===== src/core/sogr_pkg.sv =====
// Shared constants for the sensor output, offset and gain register bank
package sogr_pkg;

   // ---------------------------------------------------------------
   // Bus geometry
   // ---------------------------------------------------------------
   localparam int unsigned ADDR_W = 10;
   localparam int unsigned DATA_W = 32;

   // Register indices; byte address is four times the index
   localparam logic [7:0] IDX_FIRST_GAIN = 8'h10;
   localparam logic [7:0] IDX_OUT_DRIVE = 8'h12;
   localparam logic [7:0] IDX_COL_OFFSET = 8'h20;
   localparam logic [7:0] IDX_SECOND_GAIN = 8'h21;
   localparam logic [7:0] IDX_GAIN_MODE = 8'h22;
   localparam logic [7:0] IDX_COL_TABLE_LO = 8'h80;
   localparam logic [7:0] IDX_COL_TABLE_HI = 8'hbf;

   // ---------------------------------------------------------------
   // Field layout
   // ---------------------------------------------------------------
   localparam int unsigned CODE_W = 6;
   localparam int unsigned MAG_W = 5;
   localparam int unsigned SIGN_BIT = 5;
   localparam int unsigned DRIVE_W = 2;
   localparam int unsigned BIT_SYNC_DRIVE = 1;
   localparam int unsigned BIT_PIX_DRIVE = 0;
   localparam int unsigned MODE_W = 2;
   localparam int unsigned MODE_LINEAR_MODE_TWO_BIT = 1;
   localparam int unsigned SUM_W = 7;
   localparam int unsigned PIX_W = 10;
   localparam int unsigned COL_W = 6;
   localparam int unsigned NUM_COLS = 64;

   // ---------------------------------------------------------------
   // Reset values
   // ---------------------------------------------------------------
   localparam logic [DRIVE_W-1:0] RST_OUT_DRIVE = 2'h3;
   localparam logic [CODE_W-1:0] RST_FIRST_GAIN = 6'h0e;
   localparam logic [CODE_W-1:0] RST_SECOND_GAIN = 6'h0e;
   localparam logic [CODE_W-1:0] RST_COL_OFFSET = 6'h00;
   localparam logic [CODE_W-1:0] RST_COL_ENTRY = 6'h00;
   localparam logic [MODE_W-1:0] RST_GAIN_MODE = 2'h0;

   // Gain mode codes; any code with the upper bit set is linear mode two
   localparam logic [MODE_W-1:0] MODE_RAW = 2'h0;
   localparam logic [MODE_W-1:0] MODE_LINEAR_MODE_ONE = 2'h1;

   // Clip limits of the summed column offset
   localparam logic signed [SUM_W-1:0] OFFSET_CEIL = 7'sh20;
   localparam logic signed [SUM_W-1:0] OFFSET_FLOOR = 7'sh60;

endpackage


===== src/core/sogr_col_offset.sv =====
// Saturating sum of the global and per-column sign-magnitude offsets
module sogr_col_offset
   import sogr_pkg::*;
(
   input wire logic [CODE_W-1:0] global_code,
   input wire logic [CODE_W-1:0] column_code,
   output logic signed [SUM_W-1:0] clipped_sum
);

   // ---------------------------------------------------------------
   // Sign-magnitude to two's complement
   // ---------------------------------------------------------------
   function automatic logic signed [SUM_W-1:0] to_signed
      (input logic [CODE_W-1:0] code);
      logic signed [SUM_W-1:0] mag;
      mag = signed'({2'b00, code[MAG_W-1:0]});
      if (code[SIGN_BIT])
      begin
         return -mag;
      end
      return mag;
   endfunction

   // Both operands lie in -31..31, so the raw sum fits seven bits
   wire logic signed [SUM_W-1:0] global_value = to_signed(global_code);
   wire logic signed [SUM_W-1:0] column_value = to_signed(column_code);
   wire logic signed [SUM_W-1:0] raw_sum = global_value + column_value; // [RQ5]
   wire logic over_ceil = raw_sum > OFFSET_CEIL;
   wire logic under_floor = raw_sum < OFFSET_FLOOR;

   assign clipped_sum = over_ceil ? OFFSET_CEIL :
                        (under_floor ? OFFSET_FLOOR : raw_sum); // [RQ6]

endmodule


===== src/core/sogr_gain_route.sv =====
// Steers the two exposure gain codes onto the cascaded gain stages
module sogr_gain_route
   import sogr_pkg::*;
(
   input wire logic [MODE_W-1:0] gain_mode,
   input wire logic [CODE_W-1:0] first_gain_code,
   input wire logic [CODE_W-1:0] second_gain_code,
   output logic [CODE_W-1:0] stage_a_code,
   output logic [CODE_W-1:0] stage_b_code,
   output logic linear_mode_two
);

   // ---------------------------------------------------------------
   // Mode decode
   // ---------------------------------------------------------------
   assign linear_mode_two = gain_mode[MODE_LINEAR_MODE_TWO_BIT];

   // Raw and linear mode one: two independent cascaded stages
   // Linear mode two: the second code is ignored and both stages
   // follow the first code, the analog side forms one linear step
   assign stage_a_code = first_gain_code; // [RQ11]
   assign stage_b_code = linear_mode_two ? first_gain_code
                                         : second_gain_code; // [RQ11] [RQ12]

endmodule


===== src/core/sogr_regs.sv =====
// APB register bank for sensor output drive, column offset and gain
//
// Behaviour
// RQ1: Sync drive bit low floats the line, frame, pixel-valid and strobe pins.
// RQ2: Pixel drive bit low floats all pixel data pins, high drives them.
// RQ3: The output drive register resets to 03 hex, driving all outputs.
// RQ4: The column offset is sign-magnitude, bit 5 negative, bits 4..0 size.
// RQ5: Each column adds the global offset to its own correction entry.
// RQ6: The summed offset is clipped to plus or minus 32.
// RQ7: The column offset register resets to 00 hex, adding nothing.
// RQ8: Software should set the converter dark level elsewhere, not here.
// RQ9: Software calibrates the offset by matching dark level across gains.
// RQ10: The second gain field is six bits and applies to every pixel.
// RQ11: In raw and linear mode one the two gain codes drive separate stages.
// RQ12: In linear mode two the second code is ignored for both stages.
// RQ13: The second gain register resets to 0E hex, the unity code.
// RQ14: Software keeps gain codes within 0..47 in linear mode one.
// RQ15: Unused and factory bits ignore writes and read back as zero.
module sogr_regs
   import sogr_pkg::*;
(
   input wire logic pclk,
   input wire logic presetn,
   input wire logic psel,
   input wire logic penable,
   input wire logic pwrite,
   input wire logic [ADDR_W-1:0] paddr,
   input wire logic [DATA_W-1:0] pwdata,
   input wire logic [3:0] pstrb,
   output logic [DATA_W-1:0] prdata,
   output logic pready,
   output logic pslverr,
   input wire logic [COL_W-1:0] col_index,
   output logic signed [SUM_W-1:0] col_offset,
   output logic [CODE_W-1:0] stage_a_code,
   output logic [CODE_W-1:0] stage_b_code,
   output logic linear_mode_two,
   input wire logic line_sync_core,
   input wire logic frame_start_core,
   input wire logic pixel_valid_core,
   input wire logic strobe_core,
   input wire logic [PIX_W-1:0] pixel_core,
   output logic line_sync_out,
   output logic frame_start_out,
   output logic pixel_valid_out,
   output logic strobe_out,
   output logic sync_oe,
   output logic [PIX_W-1:0] pixel_out,
   output logic pixel_oe
);

   // ---------------------------------------------------------------
   // Register state
   // ---------------------------------------------------------------
   logic [DRIVE_W-1:0] output_drive_control;
   logic [CODE_W-1:0] column_offset_global;
   logic [CODE_W-1:0] exposure_gain_second;
   logic [CODE_W-1:0] exposure_gain_first;
   logic [MODE_W-1:0] gain_mode;
   logic [CODE_W-1:0] col_table [NUM_COLS];

   // ---------------------------------------------------------------
   // Address decode
   // ---------------------------------------------------------------
   wire logic [7:0] reg_index = paddr[ADDR_W-1:2];
   wire logic addr_aligned = (paddr[1:0] == 2'h0);
   wire logic hit_first_gain = addr_aligned & (reg_index == IDX_FIRST_GAIN);
   wire logic hit_out_drive = addr_aligned & (reg_index == IDX_OUT_DRIVE);
   wire logic hit_col_offset = addr_aligned & (reg_index == IDX_COL_OFFSET);
   wire logic hit_second_gain = addr_aligned
                                & (reg_index == IDX_SECOND_GAIN);
   wire logic hit_gain_mode = addr_aligned & (reg_index == IDX_GAIN_MODE);
   wire logic hit_col_table = addr_aligned
                              & (reg_index >= IDX_COL_TABLE_LO)
                              & (reg_index <= IDX_COL_TABLE_HI);
   wire logic addr_mapped = hit_first_gain | hit_out_drive | hit_col_offset
                            | hit_second_gain | hit_gain_mode | hit_col_table;
   wire logic [COL_W-1:0] table_slot = reg_index[COL_W-1:0];

   // ---------------------------------------------------------------
   // Bus phases
   // ---------------------------------------------------------------
   // Zero wait states: every access completes in its first access cycle
   wire logic setup_phase = psel & ~penable;
   wire logic access_phase = psel & penable;
   // All fields live in byte lane 0; a write without that lane is a no-op
   wire logic wr_en = access_phase & pwrite & addr_mapped & pstrb[0];
   wire logic rd_load = setup_phase & ~pwrite;
   wire logic [CODE_W-1:0] wdata_code = pwdata[CODE_W-1:0];
   wire logic [DRIVE_W-1:0] wdata_drive = pwdata[DRIVE_W-1:0];
   wire logic [MODE_W-1:0] wdata_mode = pwdata[MODE_W-1:0];

   assign pready = 1'b1;
   assign pslverr = access_phase & ~addr_mapped;

   // ---------------------------------------------------------------
   // Read selection
   // ---------------------------------------------------------------
   // Narrow fields are zero extended, so unused bits read as zero
   wire logic [DATA_W-1:0] rd_first = {{(DATA_W-CODE_W){1'b0}},
                                       exposure_gain_first};
   wire logic [DATA_W-1:0] rd_drive = {{(DATA_W-DRIVE_W){1'b0}},
                                       output_drive_control}; // [RQ15]
   wire logic [DATA_W-1:0] rd_offset = {{(DATA_W-CODE_W){1'b0}},
                                        column_offset_global}; // [RQ15]
   wire logic [DATA_W-1:0] rd_second = {{(DATA_W-CODE_W){1'b0}},
                                        exposure_gain_second}; // [RQ15]
   wire logic [DATA_W-1:0] rd_mode = {{(DATA_W-MODE_W){1'b0}}, gain_mode};
   wire logic [DATA_W-1:0] rd_table = {{(DATA_W-CODE_W){1'b0}},
                                       col_table[table_slot]};
   wire logic [DATA_W-1:0] read_value =
      hit_first_gain ? rd_first :
      hit_out_drive ? rd_drive :
      hit_col_offset ? rd_offset :
      hit_second_gain ? rd_second :
      hit_gain_mode ? rd_mode :
      hit_col_table ? rd_table : '0;

   // Read data is captured in the setup cycle so it leaves a flip-flop
   always_ff @(posedge pclk or negedge presetn)
   begin
      if (!presetn)
         prdata <= '0;
      else if (rd_load)
         prdata <= read_value;
   end

   // ---------------------------------------------------------------
   // Control registers
   // ---------------------------------------------------------------
   // Factory bits above the two drive bits are never stored
   always_ff @(posedge pclk or negedge presetn)
   begin
      if (!presetn)
         output_drive_control <= RST_OUT_DRIVE; // [RQ3]
      else if (wr_en && hit_out_drive)
         output_drive_control <= wdata_drive; // [RQ15]
   end

   always_ff @(posedge pclk or negedge presetn)
   begin
      if (!presetn)
         column_offset_global <= RST_COL_OFFSET; // [RQ7]
      else if (wr_en && hit_col_offset)
         column_offset_global <= wdata_code; // [RQ4]
   end

   always_ff @(posedge pclk or negedge presetn)
   begin
      if (!presetn)
         exposure_gain_second <= RST_SECOND_GAIN; // [RQ13]
      else if (wr_en && hit_second_gain)
         exposure_gain_second <= wdata_code; // [RQ10]
   end

   always_ff @(posedge pclk or negedge presetn)
   begin
      if (!presetn)
         exposure_gain_first <= RST_FIRST_GAIN;
      else if (wr_en && hit_first_gain)
         exposure_gain_first <= wdata_code;
   end

   always_ff @(posedge pclk or negedge presetn)
   begin
      if (!presetn)
         gain_mode <= RST_GAIN_MODE;
      else if (wr_en && hit_gain_mode)
         gain_mode <= wdata_mode;
   end

   // ---------------------------------------------------------------
   // Per-column correction table
   // ---------------------------------------------------------------
   // Flops rather than RAM: the whole table must reset to zero
   for (genvar i = 0; i < NUM_COLS; i++)
   begin : g_col
      wire logic slot_wr = wr_en & hit_col_table
                           & (table_slot == COL_W'(i));
      always_ff @(posedge pclk or negedge presetn)
      begin
         if (!presetn)
            col_table[i] <= RST_COL_ENTRY;
         else if (slot_wr)
            col_table[i] <= wdata_code;
      end
   end

   // ---------------------------------------------------------------
   // Column offset path
   // ---------------------------------------------------------------
   wire logic [CODE_W-1:0] column_entry = col_table[col_index];
   wire logic signed [SUM_W-1:0] clipped_sum;

   sogr_col_offset u_col_offset (
      .global_code(column_offset_global),
      .column_code(column_entry),
      .clipped_sum(clipped_sum)
   );

   // One cycle of latency from col_index to col_offset
   always_ff @(posedge pclk or negedge presetn)
   begin
      if (!presetn)
         col_offset <= '0;
      else
         col_offset <= clipped_sum; // [RQ5] [RQ6]
   end

   // ---------------------------------------------------------------
   // Gain stage routing
   // ---------------------------------------------------------------
   wire logic [CODE_W-1:0] next_stage_a;
   wire logic [CODE_W-1:0] next_stage_b;
   wire logic next_linear_two;

   sogr_gain_route u_gain_route (
      .gain_mode(gain_mode),
      .first_gain_code(exposure_gain_first),
      .second_gain_code(exposure_gain_second),
      .stage_a_code(next_stage_a),
      .stage_b_code(next_stage_b),
      .linear_mode_two(next_linear_two)
   );

   always_ff @(posedge pclk or negedge presetn)
   begin
      if (!presetn)
      begin
         stage_a_code <= RST_FIRST_GAIN;
         stage_b_code <= RST_SECOND_GAIN;
         linear_mode_two <= 1'b0;
      end
      else
      begin
         stage_a_code <= next_stage_a; // [RQ11]
         stage_b_code <= next_stage_b; // [RQ12]
         linear_mode_two <= next_linear_two;
      end
   end

   // ---------------------------------------------------------------
   // Output pins
   // ---------------------------------------------------------------
   // Enables come straight from the register so a bus share can take
   // effect one edge after the write, independent of the pixel stream
   assign sync_oe = output_drive_control[BIT_SYNC_DRIVE]; // [RQ1]
   assign pixel_oe = output_drive_control[BIT_PIX_DRIVE]; // [RQ2]

   always_ff @(posedge pclk or negedge presetn)
   begin
      if (!presetn)
      begin
         line_sync_out <= 1'b0;
         frame_start_out <= 1'b0;
         pixel_valid_out <= 1'b0;
         strobe_out <= 1'b0;
         pixel_out <= '0;
      end
      else
      begin
         line_sync_out <= line_sync_core;
         frame_start_out <= frame_start_core;
         pixel_valid_out <= pixel_valid_core;
         strobe_out <= strobe_core;
         pixel_out <= pixel_core;
      end
   end

   // ---------------------------------------------------------------
   // Assertions
   // ---------------------------------------------------------------
   logic past_first;

   always_ff @(posedge pclk or negedge presetn)
   begin
      if (!presetn)
         past_first <= 1'b0;
      else
         past_first <= 1'b1;
   end

   a_sync_drive_write: assert property ( // [RQ1]
      @(posedge pclk) disable iff (!presetn)
      (wr_en && hit_out_drive)
      |=> (sync_oe == $past(wdata_drive[BIT_SYNC_DRIVE])))
      else $error("sync enable does not follow written drive bit");

   a_pix_drive_write: assert property ( // [RQ2]
      @(posedge pclk) disable iff (!presetn)
      (wr_en && hit_out_drive)
      |=> (pixel_oe == $past(wdata_drive[BIT_PIX_DRIVE])))
      else $error("pixel enable does not follow written drive bit");

   a_drive_reset_val: assert property ( // [RQ3]
      @(posedge pclk) disable iff (!presetn)
      !past_first |-> (sync_oe && pixel_oe && rd_drive == 32'h00000003))
      else $error("output drive register not 03 after reset");

   a_offset_negative: assert property ( // [RQ4]
      @(posedge pclk) disable iff (!presetn)
      (column_offset_global[SIGN_BIT] && column_entry == 6'h00)
      |=> (col_offset == -$signed({2'b00,
                                   $past(column_offset_global[MAG_W-1:0])})))
      else $error("negative global offset not applied as minus magnitude");

   a_offset_sum_pos: assert property ( // [RQ5]
      @(posedge pclk) disable iff (!presetn)
      (column_offset_global == 6'h00 && !column_entry[SIGN_BIT])
      |=> (col_offset == $signed({2'b00, $past(column_entry[MAG_W-1:0])})))
      else $error("column entry not passed through with zero global offset");

   a_offset_clip_range: assert property ( // [RQ6]
      @(posedge pclk) disable iff (!presetn)
      (col_offset <= OFFSET_CEIL) && (col_offset >= OFFSET_FLOOR))
      else $error("column offset outside plus or minus 32");

   a_offset_reset_zero: assert property ( // [RQ7]
      @(posedge pclk) disable iff (!presetn)
      !past_first |=> (col_offset == 7'sh00))
      else $error("column offset not zero after reset");

   a_second_gain_store: assert property ( // [RQ10]
      @(posedge pclk) disable iff (!presetn)
      (wr_en && hit_second_gain)
      |=> (exposure_gain_second == $past(wdata_code)))
      else $error("second gain write not stored as six bits");

   a_gain_separate: assert property ( // [RQ11]
      @(posedge pclk) disable iff (!presetn)
      (gain_mode == MODE_RAW || gain_mode == MODE_LINEAR_MODE_ONE)
      |=> (stage_b_code == $past(exposure_gain_second)
           && stage_a_code == $past(exposure_gain_first)))
      else $error("gain stages not separate in raw or linear one");

   a_gain_linear_mode_two_ignore: assert property ( // [RQ12]
      @(posedge pclk) disable iff (!presetn)
      gain_mode[MODE_LINEAR_MODE_TWO_BIT]
      |=> (stage_b_code == $past(exposure_gain_first) && linear_mode_two))
      else $error("second gain not ignored in linear mode two");

   a_second_gain_reset: assert property ( // [RQ13]
      @(posedge pclk) disable iff (!presetn)
      !past_first |-> (exposure_gain_second == 6'h0e))
      else $error("second gain register not 0E after reset");

   a_unused_read_zero: assert property ( // [RQ15]
      @(posedge pclk) disable iff (!presetn)
      (rd_load && (hit_col_offset || hit_second_gain || hit_out_drive))
      |=> (prdata[DATA_W-1:CODE_W] == 26'h0000000))
      else $error("unused register bits did not read as zero");

endmodule


===== config.mk =====
export PLATFORM = sky130hd
export DESIGN_NAME = sogr_regs
export DESIGN_NICKNAME = d
export VERILOG_FILES = /design/src/core/sogr_pkg.sv /design/src/core/sogr_col_offset.sv /design/src/core/sogr_gain_route.sv /design/src/core/sogr_regs.sv
export SDC_FILE = /design/constraint.sdc
export NUM_CORES = 1
export LEC_CHECK = 0
export BUFFER_PORTS_ARGS = -buffer_cell sky130_fd_sc_hd__buf_4
export CORE_UTILIZATION = 54
export DETAILED_ROUTE_END_ITERATION = 6
export PLACE_DENSITY_LB_ADDON = 0.25
export SLEW_MARGIN = 20
export SYNTH_ARGS = -nofsm -noshare
export SYNTH_HDL_FRONTEND = slang
export SYNTH_SLANG_ARGS = --single-unit

===== constraint.sdc =====
create_clock -name pclk -period 5.4 [get_ports pclk]
set_input_delay 0.54 -clock pclk [delete_from_list [all_inputs] [get_ports pclk]]
set_output_delay 0.54 -clock pclk [all_outputs]
set_load 0.005 [all_outputs]

=== After elaboration in Yosys (flattened, before gate mapping) ===
Index checks and enable logic that the tools add are counted.

* Flip-flop bits (word level): 472
* Bits of input ports: 71
* Logic and storage cells: 273

* $lt $le $gt $ge: 6
* Bitwise gates (word level): 89
* Equality and inequality tests: 68
* Muxes and demuxes: 21
* Reductions and logical operators: 7
* Add/subtract/negate cells: 3

{| class="wikitable"
|+ Operator list
! cell !! number
|-
| $eq 6x6->1 const B || 32
|-
| $eq 6x5->1 const B || 16
|-
| $and 1x1->1 || 79
|-
| $bmux 6 s6 || 2
|-
| $mux 6 || 11
|-
| $eq 6x4->1 const B || 8
|-
| $mux 7 || 6
|-
| $eq 6x3->1 const B || 4
|-
| $eq 8x6->1 const B || 3
|-
| $eq 8x5->1 const B || 2
|-
| $ge 7x7->1 const B || 2
|-
| $neg 5->7 || 2
|-
| $not 6->7 || 2
|-
| $eq 6x2->1 const B || 2
|-
| $ge 8x8->1 const B || 1
|-
| $le 8x8->1 const B || 1
|-
| $add 7x7->7 || 1
|-
| $gt 7x7->1 const B || 1
|-
| $lt 7x6->1 const B || 1
|-
| $eq 6x1->1 const B || 1
|-
| $logic_not 6->1 || 1
|-
| $logic_and 1x1->1 || 5
|-
| $or 1x1->1 || 5
|-
| $not 1->1 || 3
|-
| other kinds (2) || 3
|}

=== Longest topological paths before layout ===
Gate-level depths: netlist of run 1.

* Word-level depth: 11
* Depth in mapped cells: 20
* Gate-level depth less buffers: 16

=== Modules after synthesis ===
A second synthesis of run 1 with hierarchy kept.

* Cell total of the unflattened synthesis: 1,635
* Area total of the unflattened synthesis: 23,882.9 um^2

{| class="wikitable"
|+ By module, submodules not included
! module !! cells each !! instances !! area an instance (um^2)
|-
| sogr_regs || 1,537 || 1 || 23,133.4
|-
| sogr_col_offset || 84 || 1 || 595.6
|-
| sogr_gain_route || 14 || 1 || 153.9
|}

=== Least setup slack after synthesis of run 1 ===
OpenSTA, ideal clock, no wires.

* Path kind: input to register
* Start point: in col_index[1]
* End point: reg col_offset[2]
* Path slack: 0.457 ns
* Library setup time: 0.080 ns
* Data required time: 5.320 ns
* Stages on the path: 19
* Data arrival time: 4.863 ns
* Cells stage by stage: buf_2 > buf_2 > buf_1 > mux4_2 > mux4_2 > mux4_2 > inv_1 > ha_1 > nand2b_1 > xnor2_1 > ha_1 > nor2b_1 > o21ai_0 > nand2b_1 > a21o_1 > a21oi_1 > xnor2_1 > xor3_1 > nor3_2

* Word-level cells in the longest chain between the ends: 11
* Elaborated cells on any way between the ends: 13

{| class="wikitable"
|+ Ends and longest elaborated chain
! element !! RTL line !! source
|-
| from (decl) || sogr_regs.sv:33 || <nowiki>input wire logic [COL_W-1:0] col_index,</nowiki>
|-
| $not 6->7 (not written as such) (*) || sogr_regs.sv:192 || <nowiki>wire logic [CODE_W-1:0] column_entry = col_table[col_index];</nowiki>
|-
| $bmux 6 s6 (*) || sogr_regs.sv:192 ||
|-
| $mux 6 (not written as such) (*) (2 in series) || sogr_regs.sv:192 ||
|-
| $neg 5->7 || sogr_col_offset.sv:19 || <nowiki>return -mag;</nowiki>
|-
| $mux 7 || sogr_col_offset.sv:17 || <nowiki>if (code[SIGN_BIT])</nowiki>
|-
| $mux 7 (*) || sogr_col_offset.sv:21 || <nowiki>return mag;</nowiki>
|-
| $add 7x7->7 (*) || sogr_col_offset.sv:27 || <nowiki>wire logic signed [SUM_W-1:0] raw_sum = global_value + column_value;</nowiki>
|-
| $lt 7x6->1 || sogr_col_offset.sv:29 || <nowiki>wire logic under_floor = raw_sum < OFFSET_FLOOR;</nowiki>
|-
| $mux 7 || sogr_col_offset.sv:32 || <nowiki>(under_floor ? OFFSET_FLOOR : raw_sum);</nowiki>
|-
| $mux 7 (*) || sogr_col_offset.sv:31 || <nowiki>assign clipped_sum = over_ceil ? OFFSET_CEIL :</nowiki>
|-
| via clipped_sum[2] || sogr_regs.sv:193 || <nowiki>wire logic signed [SUM_W-1:0] clipped_sum;</nowiki>
|-
| to (signal assigned) || sogr_regs.sv:207 || <nowiki>col_offset <= clipped_sum;</nowiki>
|-
| to (decl) || sogr_regs.sv:34 || <nowiki>output logic signed [SUM_W-1:0] col_offset,</nowiki>
|}

Mark *: on every way through the listed nets, which the timed path passes. The rest lies on a longest branch. The select of a mux whose other input is x is not followed.
A chain may end at the register's enable or synchronous reset.

=== Worst setup path after layout of run 1 ===
* Start point: in col_index[0]
* End point: reg col_offset[2]

The elaborated chain is that of the path after synthesis.

==> reports/metrics.csv, run 1 <==
metric;value;unit
hold_violations;0;
fin_nets;1723;
crit_type;input port to flop;
synthMuxAreaShare;42.0;%
synth_top_family_by_area;multiplexers;
grt.total_usage;28.9;%
route.detailed.drc;0;
p_per_area;272;nW/um^2
synthArstFlopShare;100;%
cts_setup_buffers;0;
synth_cell_types;58;
htree_levels;2;
viasPerCell;6.57;
netlist_area;23800;um^2
rows;76;
maxCapViolations;0;
antenna_found_initial;0;
ys_ff_latch;446;
layout_min_cycle_time;4.66;ns
via_count;14800;
clkTransAtPathRegs;0.06;ns
avgSynthCellArea;14.9;um^2
setup_viol;0;
fp.dieArea;44900;um^2
cp_max_fo;21;
vdd_drop_max;0.251;mV
die_w;212;um
cts_tree;yes;
routedWlPerCell;27.5;um
die_h;212;um
arrival;5.17;ns
ios;141;
netlist_instances;1602;
start_kind;input port;
yosysWarningCount;0;
grt_overflow;0;
grt_max_degree;186;
firstDrtPassIters;5;
cp_top_family;multiplexers;
gp_congestion;0.880;
outcome;completed;
grt_pass1_vias;15200;
finalSetupTns;0;ns
crit_slowest_cell;mux4_2;
yosysSeqAreaShare;46.9;%
core_area;43300;um^2
fin_skew;0.0124;ns
cts_buffer_depth;3;
numCtsBuffers;49;
clock_sinks;446;
insertedDiodeCount;0;
slew_headroom;28.2;%
detail-route-antenna-nets;0;
worstSkewPairLatency;0.58;ns
synthTopCellsByArea;dfrtp_1 45%, mux4_2 21%, mux2_2 20%;
finalCritPeriodShare;86.3;%
hold_path.class;input port to flop;
synth-compound-area-share;2.49;%
numPortBuffers;84;
yosys.area_share.simple;4.17;%
synth_fa_ha_area_share;0.504;%
drt_iter0_drc;1535;
yosysMostFrequentCell;dfrtp_1;
drt-total-wl;62000;um
endpoint_kind;flop;
cpMostUsedCell;mux4_2;
grt_pass1_wl;96300;um
rsz0062_at_grt;no;
p_leak;0.0121;uW
critPathBufInv;3;
cts-root-buf;clkbuf_16;
synthToLayoutAreaGrowth;11.1;%
required;5.91;ns
synth_xor_area_share;0.468;%
synthTopCellsByCount;432 x dfrtp_1, 420 x mux2_2, 218 x mux4_2, 79 x clkbuf_1, 79 x nor2_1;
post-synth-top-area-cell;dfrtp_1;
worst_pin_slew;1.07;ns
path_cells;buf_6 -> buf_12 -> mux4_2 -> mux4_2 -> mux4_2 -> inv_1 -> ha_1 -> nand2b_1 -> xnor2_1 -> ha_1 -> nor2b_1 -> o21ai_0 -> nand2b_1 -> a21o_1 -> a21oi_1 -> xnor2_1 -> xor3_1 -> nor3_2;
fmax;0.215;GHz
synth_top_area_share;45.4;%
hpwlAfterDp;40300;um
initial_core_util;55.0;%
slew_viol_final;0;
slowest_delay;0.56;ns
synth_edf_count;0;
drive_above_1_share;50.0;%
ys.flop_type;dfrtp_1;
whs;0.0619;ns
report_power, final:
group | switching [uW] | total (uW) | internal [uW]
combinational | 308 | 464 | 156
sequential | 8.52 | 3370 | 3360
clock | 1340 | 3360 | 2020
total | 1660 | 7200 | 5530
what timing repair did:
item / in CTS / in global routing
hold buffers: 1 / 0
resized for setup: 0 / 0
endpoints found under the hold margin: 20 / 0
logic make-up (layout without fill, tap and decap cells):
kind of cell | Yosys count | in the layout
xor gates and xnor gates | 11 | 11
AOI/OAI and AO/OA | 87 | 87
muxes | 675 | 675
other | 2 | 27
buffers and inverters | 161 | 208
adders and majority gates | 9 | 9
and+or+nand+nor | 211 | 211
DFF | 446 | 446
cell type report:
class | instances | area [um^2]
fill | 3227 | 16800
timing repair buffer | 114 | 993
sequential | 446 | 11200
clock inverter | 8 | 165
clock buffer | 74 | 1410
inverter | 12 | 45.0
multi-input combinational | 1020 | 11900
tap | 585 | 732
layout by cell type (no fill, tap or decap), types with 4 or more instances in the layout:
cell and n:
dfrtp_1 432, mux2_2 420, mux4_2 218, buf_4 101, nor2_1 79, clkbuf_16 49
nand2_1 43, mux2i_1 37, conb_1 27, nor2b_1 20, nand3_1 18, a21oi_1 18
nand2b_1 17, clkbuf_1 16, dfstp_2 14, o21ai_0 10, xnor2_1 9, clkbuf_8 9
nor3_1 8, inv_1 8, ha_1 8, buf_12 8, a31oi_1 7, a2111oi_0 7
a211oi_1 6, or3_1 5, o21ai_1 5, and3_1 5, bufinv_16 5, o2bb2ai_1 4
a221oi_1 4
per-stage QoR:
stage               util [%]  cells  total power (uW)  area, um^2  setup WS [ns]
detailed placement      57.4   2175              3890       24800          0.133
global route            61.1   2259              7400       26500          0.527
floorplan                  -   1627              3700       23900          0.457
global placement        57.4   2175              3880       24800          0.243
finish                  61.1   2259              7200       26500          0.739
CTS                     61.1   2258              7250       26400          0.742
worst register-to-register path, cell delays in order (launching register included):
cell and delay, ns:
dfrtp_1 0.40, mux4_2 0.50, mux4_2 0.58, mux4_2 0.52
clkinv_1 0.09, ha_1 0.17, nand2b_1 0.13, xnor2_1 0.13
ha_1 0.28, nor2b_1 0.16, o21ai_0 0.16, nand2b_1 0.11
a21o_1 0.19, a21oi_1 0.17, xnor2_1 0.17, xor3_1 0.53
nor3_2 0.18
final timing paths:
path	from	end	slack, ns	depth (start not counted)
setup reg to reg	col_table[97]	col_offset[2]	0.84	16
max in group asynchronous	presetn	col_table[20]	3.70	4
setup / recovery	col_index[0]	col_offset[2]	0.74	18
hold / removal	strobe_core	strobe_out	0.06	1
hold reg to reg	exposure_gain_first[3]	stage_a_code[3]	0.39	0
min in group asynchronous	presetn	stage_a_code[0]	0.41	2
state kept, by name (all words and copies together) (netlist names), 6 cells and up:
| signal | flops |
|---|---|
| col_table | 384 |
| pixel_out | 10 |
| col_offset | 7 |
| column_offset_global | 6 |
| exposure_gain_first | 6 |
| exposure_gain_second | 6 |
| prdata | 6 |
| stage_a_code | 6 |
| stage_b_code | 6 |
routing by layer:
layer	routed length [um]	up-vias	GRT usage [%]
li1	-	6162	-
met1	25300	7905	40.8
met2	30000	638	45.3
met3	4770	128	5.88
met4	2030	0	9.35
met5	0	-	0
No activity file was read; power rests on OpenSTA's default activity.
==> run 2, diff against run 1 <==
Settings changed: RECOVER_POWER set to 50.
==> reports/metrics.csv, run 2 (synthesis gave the netlist of run 1 again) <==
metric;value;unit;change
outcome;finished, violations left;;was completed
violations;design-rule violations, max-capacitance violations, max-slew violations;;
die_w;212;um;unchanged
initial_core_util;55.0;%;unchanged
numCtsBuffers;49;;unchanged
arrival;5.17;ns;about the same
cts_buffer_depth;3;;unchanged
p_per_area;272;nW/um^2;about the same
route.detailed.drc;2;;was 0
grt_pass1_wl;96300;um;unchanged
finalSetupTns;0;ns;unchanged
crit_type;input port to flop;;unchanged
fin_skew;0.0115;ns;was 0.0124 ns
drt_iter0_drc;1475;;was 1535
whs;0.0821;ns;was 0.0619 ns
start_kind;input port;;unchanged
die_h;212;um;unchanged
routedWlPerCell;27.4;um;was 27.5 um
slowest_delay;0.57;ns;was 0.56 ns
antenna_found_initial;0;;unchanged
grt_max_degree;186;;unchanged
path_cells;buf_6 -> buf_12 -> mux4_2 -> mux4_2 -> mux4_2 -> clkinv_1 -> ha_1 -> nand2b_1 -> xnor2_1 -> ha_1 -> nor2b_1 -> o21ai_0 -> nand2b_1 -> a21o_1 -> a21oi_1 -> xnor2_1 -> xor3_1 -> nor3_2;;was buf_6 -> buf_12 -> mux4_2 -> mux4_2 -> mux4_2 -> inv_1 -> ha_1 -> nand2b_1 -> xnor2_1 -> ha_1 -> nor2b_1 -> o21ai_0 -> nand2b_1 -> a21o_1 -> a21oi_1 -> xnor2_1 -> xor3_1 -> nor3_2
rows;76;;unchanged
setup_viol;0;;unchanged
firstDrtPassIters;7;;was 5
htree_levels;2;;unchanged
maxCapViolations;4;;was 0
grt.total_usage;28.9;%;unchanged
cts-root-buf;clkbuf_16;;unchanged
cp_top_family;multiplexers;;unchanged
vdd_drop_max;0.250;mV;was 0.251 mV
p_leak;0.0121;uW;about the same
cp_max_fo;15;;was 21
hold_violations;0;;unchanged
ios;141;;unchanged
endpoint_kind;flop;;unchanged
cpMostUsedCell;mux4_2;;unchanged
top_register;col_table;;unchanged
dp_slack;0.133;ns;unchanged
insertedDiodeCount;0;;unchanged
slew_headroom;-58.5;%;was 28.2%
rsz0062_at_grt;no;;unchanged
synthToLayoutAreaGrowth;10.8;%;was 11.1%
layout_common_cells;432 x dfrtp_1, 420 x mux2_2, 218 x mux4_2;;unchanged
regArea;11200;um^2;unchanged
gp_congestion;0.880;;unchanged
fin_nets;1723;;unchanged
cts_resized;0;;unchanged
fmax;0.215;GHz;about the same
via_count;14800;;about the same
worst_pin_slew;2.38;ns;was 1.07 ns
layout_min_cycle_time;4.66;ns;about the same
finalCritPeriodShare;86.3;%;about the same
hpwlAfterDp;40300;um;unchanged
worstSkewPairLatency;0.58;ns;about the same
core_area;43300;um^2;unchanged
fp.dieArea;44900;um^2;unchanged
hold_path.class;input port to flop;;unchanged
required;5.90;ns;was 5.91 ns
drt-total-wl;61900;um;was 62000 um
reg_top3;col_table x384, pixel_out x10, col_offset x7;;unchanged
final.fill_count;3235;;was 3227
drive_above_1_share;49.5;%;was 50.0%
clock_sinks;446;;unchanged
cts_tree;yes;;unchanged
timing.final.ws_setup;0.739;ns;about the same
numPortBuffers;84;;unchanged
grt_pass1_vias;15200;;unchanged
slew_viol_final;296;;was 0
mostFrequentLayoutCell;dfrtp_1;;unchanged
crit_slowest_cell;mux4_2;;unchanged
clkTransAtPathRegs;0.06;ns;about the same
multi_input_area;11900;um^2;unchanged
grt_overflow;0;;unchanged
largest_register_ffs;384;;unchanged
critPathBufInv;3;;unchanged
detail-route-antenna-nets;0;;unchanged
viasPerCell;6.57;;about the same
## run 2: timing repair
item	CTS	global route
hold buffers	1	0
hold endpoints to repair	20	0
buffers inserted	0	0
## run 2: report_power, final
group / switching [uW] / total [uW] / internal, uW
registers: 8.19 / 3370 / 3360
clock network: 1340 / 3360 / 2020
logic: 307 / 457 / 149
## run 2: area by class of cell
type	instances	share of cell area (%)
repair buffers	114	3.50
clock inverters	8	0.626
flip-flops and latches	446	42.4
inverters	12	0.171
clock buffers	74	5.34
well taps	585	2.77
multi-input cells	1020	45.2
## run 2: worst paths after layout
path / start / end / slack, ns / depth (start not counted)
setup / recovery: col_index[0] / col_offset[2] / 0.74 / 18
hold / removal: strobe_core / strobe_out / 0.08 / 1
setup reg to reg: col_table[97] / col_offset[2] / 0.84 / 16
hold reg to reg: exposure_gain_first[3] / stage_a_code[3] / 0.42 / 0
max in group asynchronous: presetn / col_table[104] / 1.10 / 4
min in group asynchronous: presetn / stage_a_code[0] / 0.97 / 2
## run 2: through the flow
stage / cells / total power [uW] / instance area [um^2] / utilization (%)
CTS: 2258 / 7250 / 26400 / 61.1
global placement: 2175 / 3880 / 24800 / 57.4
finish: 2259 / 7180 / 26400 / 61.0
global route: 2259 / 7400 / 26400 / 61.0
detailed placement: 2175 / 3890 / 24800 / 57.4
floorplan: 1627 / 3700 / 23900 / -
## run 2: routing by layer
layer  track usage, %  wire [um]  part of all wire [%]  vias to the layer above
li1                 -          -                     -                     6155
met1             40.8      25200                    41                     7934
met2             45.3      29800                    48                      627
met3             5.88       4920                   7.9                      126
met4             9.35       2080                   3.4                        0
met5                0          0                     0                        -
==> run 3, diff against run 2 <==
Settings changed: CORE_UTILIZATION 54 to 47.
==> reports/metrics.csv, run 3 (synthesis gave the netlist of run 1 again) <==
metric;value;unit;change
grt_pass1_vias;15200;;about the same
layout_common_cells;432 x dfrtp_1, 420 x mux2_2, 218 x mux4_2;;unchanged
slew_headroom;-65.7;%;was -58.5%
endpoint_kind;flop;;unchanged
r2r_setup_slack;0.86;ns;was 0.84 ns
worstSkewPairLatency;0.60;ns;was 0.58 ns
largest_register_ffs;384;;unchanged
gp_congestion;0.873;;was 0.880
cts_buffer_depth;3;;unchanged
reg2reg_from;col_table[378];;was col_table[97]
hold_path.class;input port to flop;;unchanged
fin_skew;0.0140;ns;was 0.0115 ns
grt.total_usage;25.9;%;was 28.9%
grt_max_degree;147;;was 186
worst_pin_slew;2.49;ns;was 2.38 ns
rows;82;;was 76
cts_hold_buf;1;;unchanged
hpwlAfterDp;42300;um;was 40300 um
clock_sinks;446;;unchanged
required;5.92;ns;was 5.90 ns
cts_tree;yes;;unchanged
critPathCapture;col_offset[2];;unchanged
outcome;finished, violations left;;unchanged
firstDrtPassIters;7;;unchanged
grt_pass1_wl;98300;um;was 96300 um
final_cells;2370;;was 2259
fp.dieArea;51600;um^2;was 44900 um^2
r2r_cells;16;;unchanged
setup_viol;0;;unchanged
route.detailed.drc;4;;was 2
numCtsBuffers;51;;was 49
cts_resized;0;;unchanged
maxCapViolations;3;;was 4
drive_above_1_share;50.1;%;was 49.5%
mostFrequentLayoutCell;dfrtp_1;;unchanged
fmax;0.216;GHz;was 0.215 GHz
hold_violations;0;;unchanged
routedWlPerCell;26.9;um;was 27.4 um
core_area;50100;um^2;was 43300 um^2
top_register;col_table;;unchanged
cts_setup_buffers;0;;unchanged
cp_top_family;multiplexers;;unchanged
cp_max_fo;16;;was 15
critPathLaunch;col_index[0];;unchanged
rsz0062_at_grt;no;;unchanged
path_cells;buf_6 -> buf_12 -> buf_4 -> mux4_2 -> mux4_2 -> mux4_2 -> o21a_1 -> fa_1 -> nor2b_1 -> o21ai_0 -> nand2b_1 -> a21o_1 -> a21oi_1 -> xnor2_1 -> xor3_1 -> nor3_2;;was buf_6 -> buf_12 -> mux4_2 -> mux4_2 -> mux4_2 -> clkinv_1 -> ha_1 -> nand2b_1 -> xnor2_1 -> ha_1 -> nor2b_1 -> o21ai_0 -> nand2b_1 -> a21o_1 -> a21oi_1 -> xnor2_1 -> xor3_1 -> nor3_2
p_per_area;278;nW/um^2;was 272 nW/um^2
fin_util;53.5;%;was 61.0%
slowest_delay;0.59;ns;was 0.57 ns
numPortBuffers;84;;unchanged
min_path_cells;1;;unchanged
detail-route-antenna-nets;0;;unchanged
critPathBufInv;3;;unchanged
r2r-end;col_offset[2];;unchanged
fin_nets;1736;;was 1723
cpMostUsedCell;mux4_2;;unchanged
start_kind;input port;;unchanged
placedCellCount;2274;;was 2175
antenna_found_initial;1;;was 0
finalPower;7450;uW;was 7180 uW
reg_top3;col_table x384, pixel_out x10, col_offset x7;;unchanged
htree_levels;2;;unchanged
p_leak;0.0122;uW;was 0.0121 uW
ios;141;;unchanged
die_w;227;um;was 212 um
violations;design-rule violations, max-capacitance violations, max-slew violations;;unchanged
layout_min_cycle_time;4.63;ns;was 4.66 ns
arrival;5.15;ns;was 5.17 ns
vdd_drop_max;0.224;mV;was 0.250 mV
crit_type;input port to flop;;unchanged
slew_viol_final;283;;was 296
clkTransAtPathRegs;0.06;ns;about the same
finalSetupTns;0;ns;unchanged
die_h;227;um;was 212 um
grt_overflow;0;;unchanged
drt_iter0_drc;1365;;was 1475
synthToLayoutAreaGrowth;12.4;%;was 10.8%
cts-root-buf;clkbuf_16;;unchanged
via_count;14700;;was 14800
finalCritPeriodShare;85.7;%;was 86.3%
crit_slowest_cell;mux4_2;;unchanged
viasPerCell;6.19;;was 6.57
drt-total-wl;63800;um;was 61900 um
initial_core_util;47.6;%;was 55.0%
cp_num_cells;16;;was 18
[run 3: changes by cell type in the layout (fill, tap and decap cells not counted), moves of 4 or more]
cell | before | now
clkinv_2 | 3 | 9
buf_4 | 46 | 56
clkbuf_16 | 49 | 53
clkbuf_8 | 9 | 13
clkbuf_4 | 52 | 47
[run 3: routing by layer]
metal	routed length, um	up-vias	GRT usage (%)
met5	0	-	0
met4	1830	0	8.40
met3	4140	105	4.13
met2	31000	527	41.7
met1	26800	7837	36.0
li1	-	6204	-
[run 3: report_power, final]
part | internal (uW) | total (uW) | switching, uW
clock network | 2210 | 3620 | 1410
logic | 156 | 468 | 312
registers | 3360 | 3370 | 7.86
total | 5720 | 7450 | 1730
[run 3: final cells by class]
cell class              instances  area [um^2]
fillers                      4187        23300
multi-input cells            1020        11900
flip-flops and latches        446        11200
clock buffers                  78         1550
repair buffers                125         1010
well taps                     672          841
clock inverters                16          210
inverters                      12         45.0
diodes                          1         2.50
[run 3: stage by stage]
stage	hold WS [ns]	cell area [um^2]	setup WS (ns)
final	0.0670	26800	0.770
after global routing	0.0554	26800	0.383
after CTS	0.0186	26800	0.750
after detailed placement	0.383	25100	0.149
after global placement	0.379	25100	0.204
after floorplan	0.244	23900	0.457
[run 3: worst reg2reg max path: stages, from the launching register on]
cell and delay [ns]:
dfrtp_1 0.39, mux4_2 0.52, mux4_2 0.55, mux4_2 0.55, inv_1 0.09, ha_1 0.15, nand2b_1 0.11, xnor2_1 0.12
ha_1 0.27, nor2b_1 0.16, o21ai_0 0.17, nand2b_1 0.12, a21o_1 0.19, a21oi_1 0.17, xnor2_1 0.18, xor3_1 0.55
nor3_2 0.17
[run 3: worst min path at each step]
stage | from | to | slack [ns]
2_1_floorplan | presetn | col_offset[0] | 0.24
4_1_cts | pixel_core[2] | pixel_out[2] | 0.02
6_report | pixel_core[2] | pixel_out[2] | 0.07
3_3_place_gp | exposure_gain_first[2] | stage_a_code[2] | 0.38
5_1_grt | pixel_core[7] | pixel_out[7] | 0.06
3_5_place_dp | exposure_gain_first[2] | stage_a_code[2] | 0.38
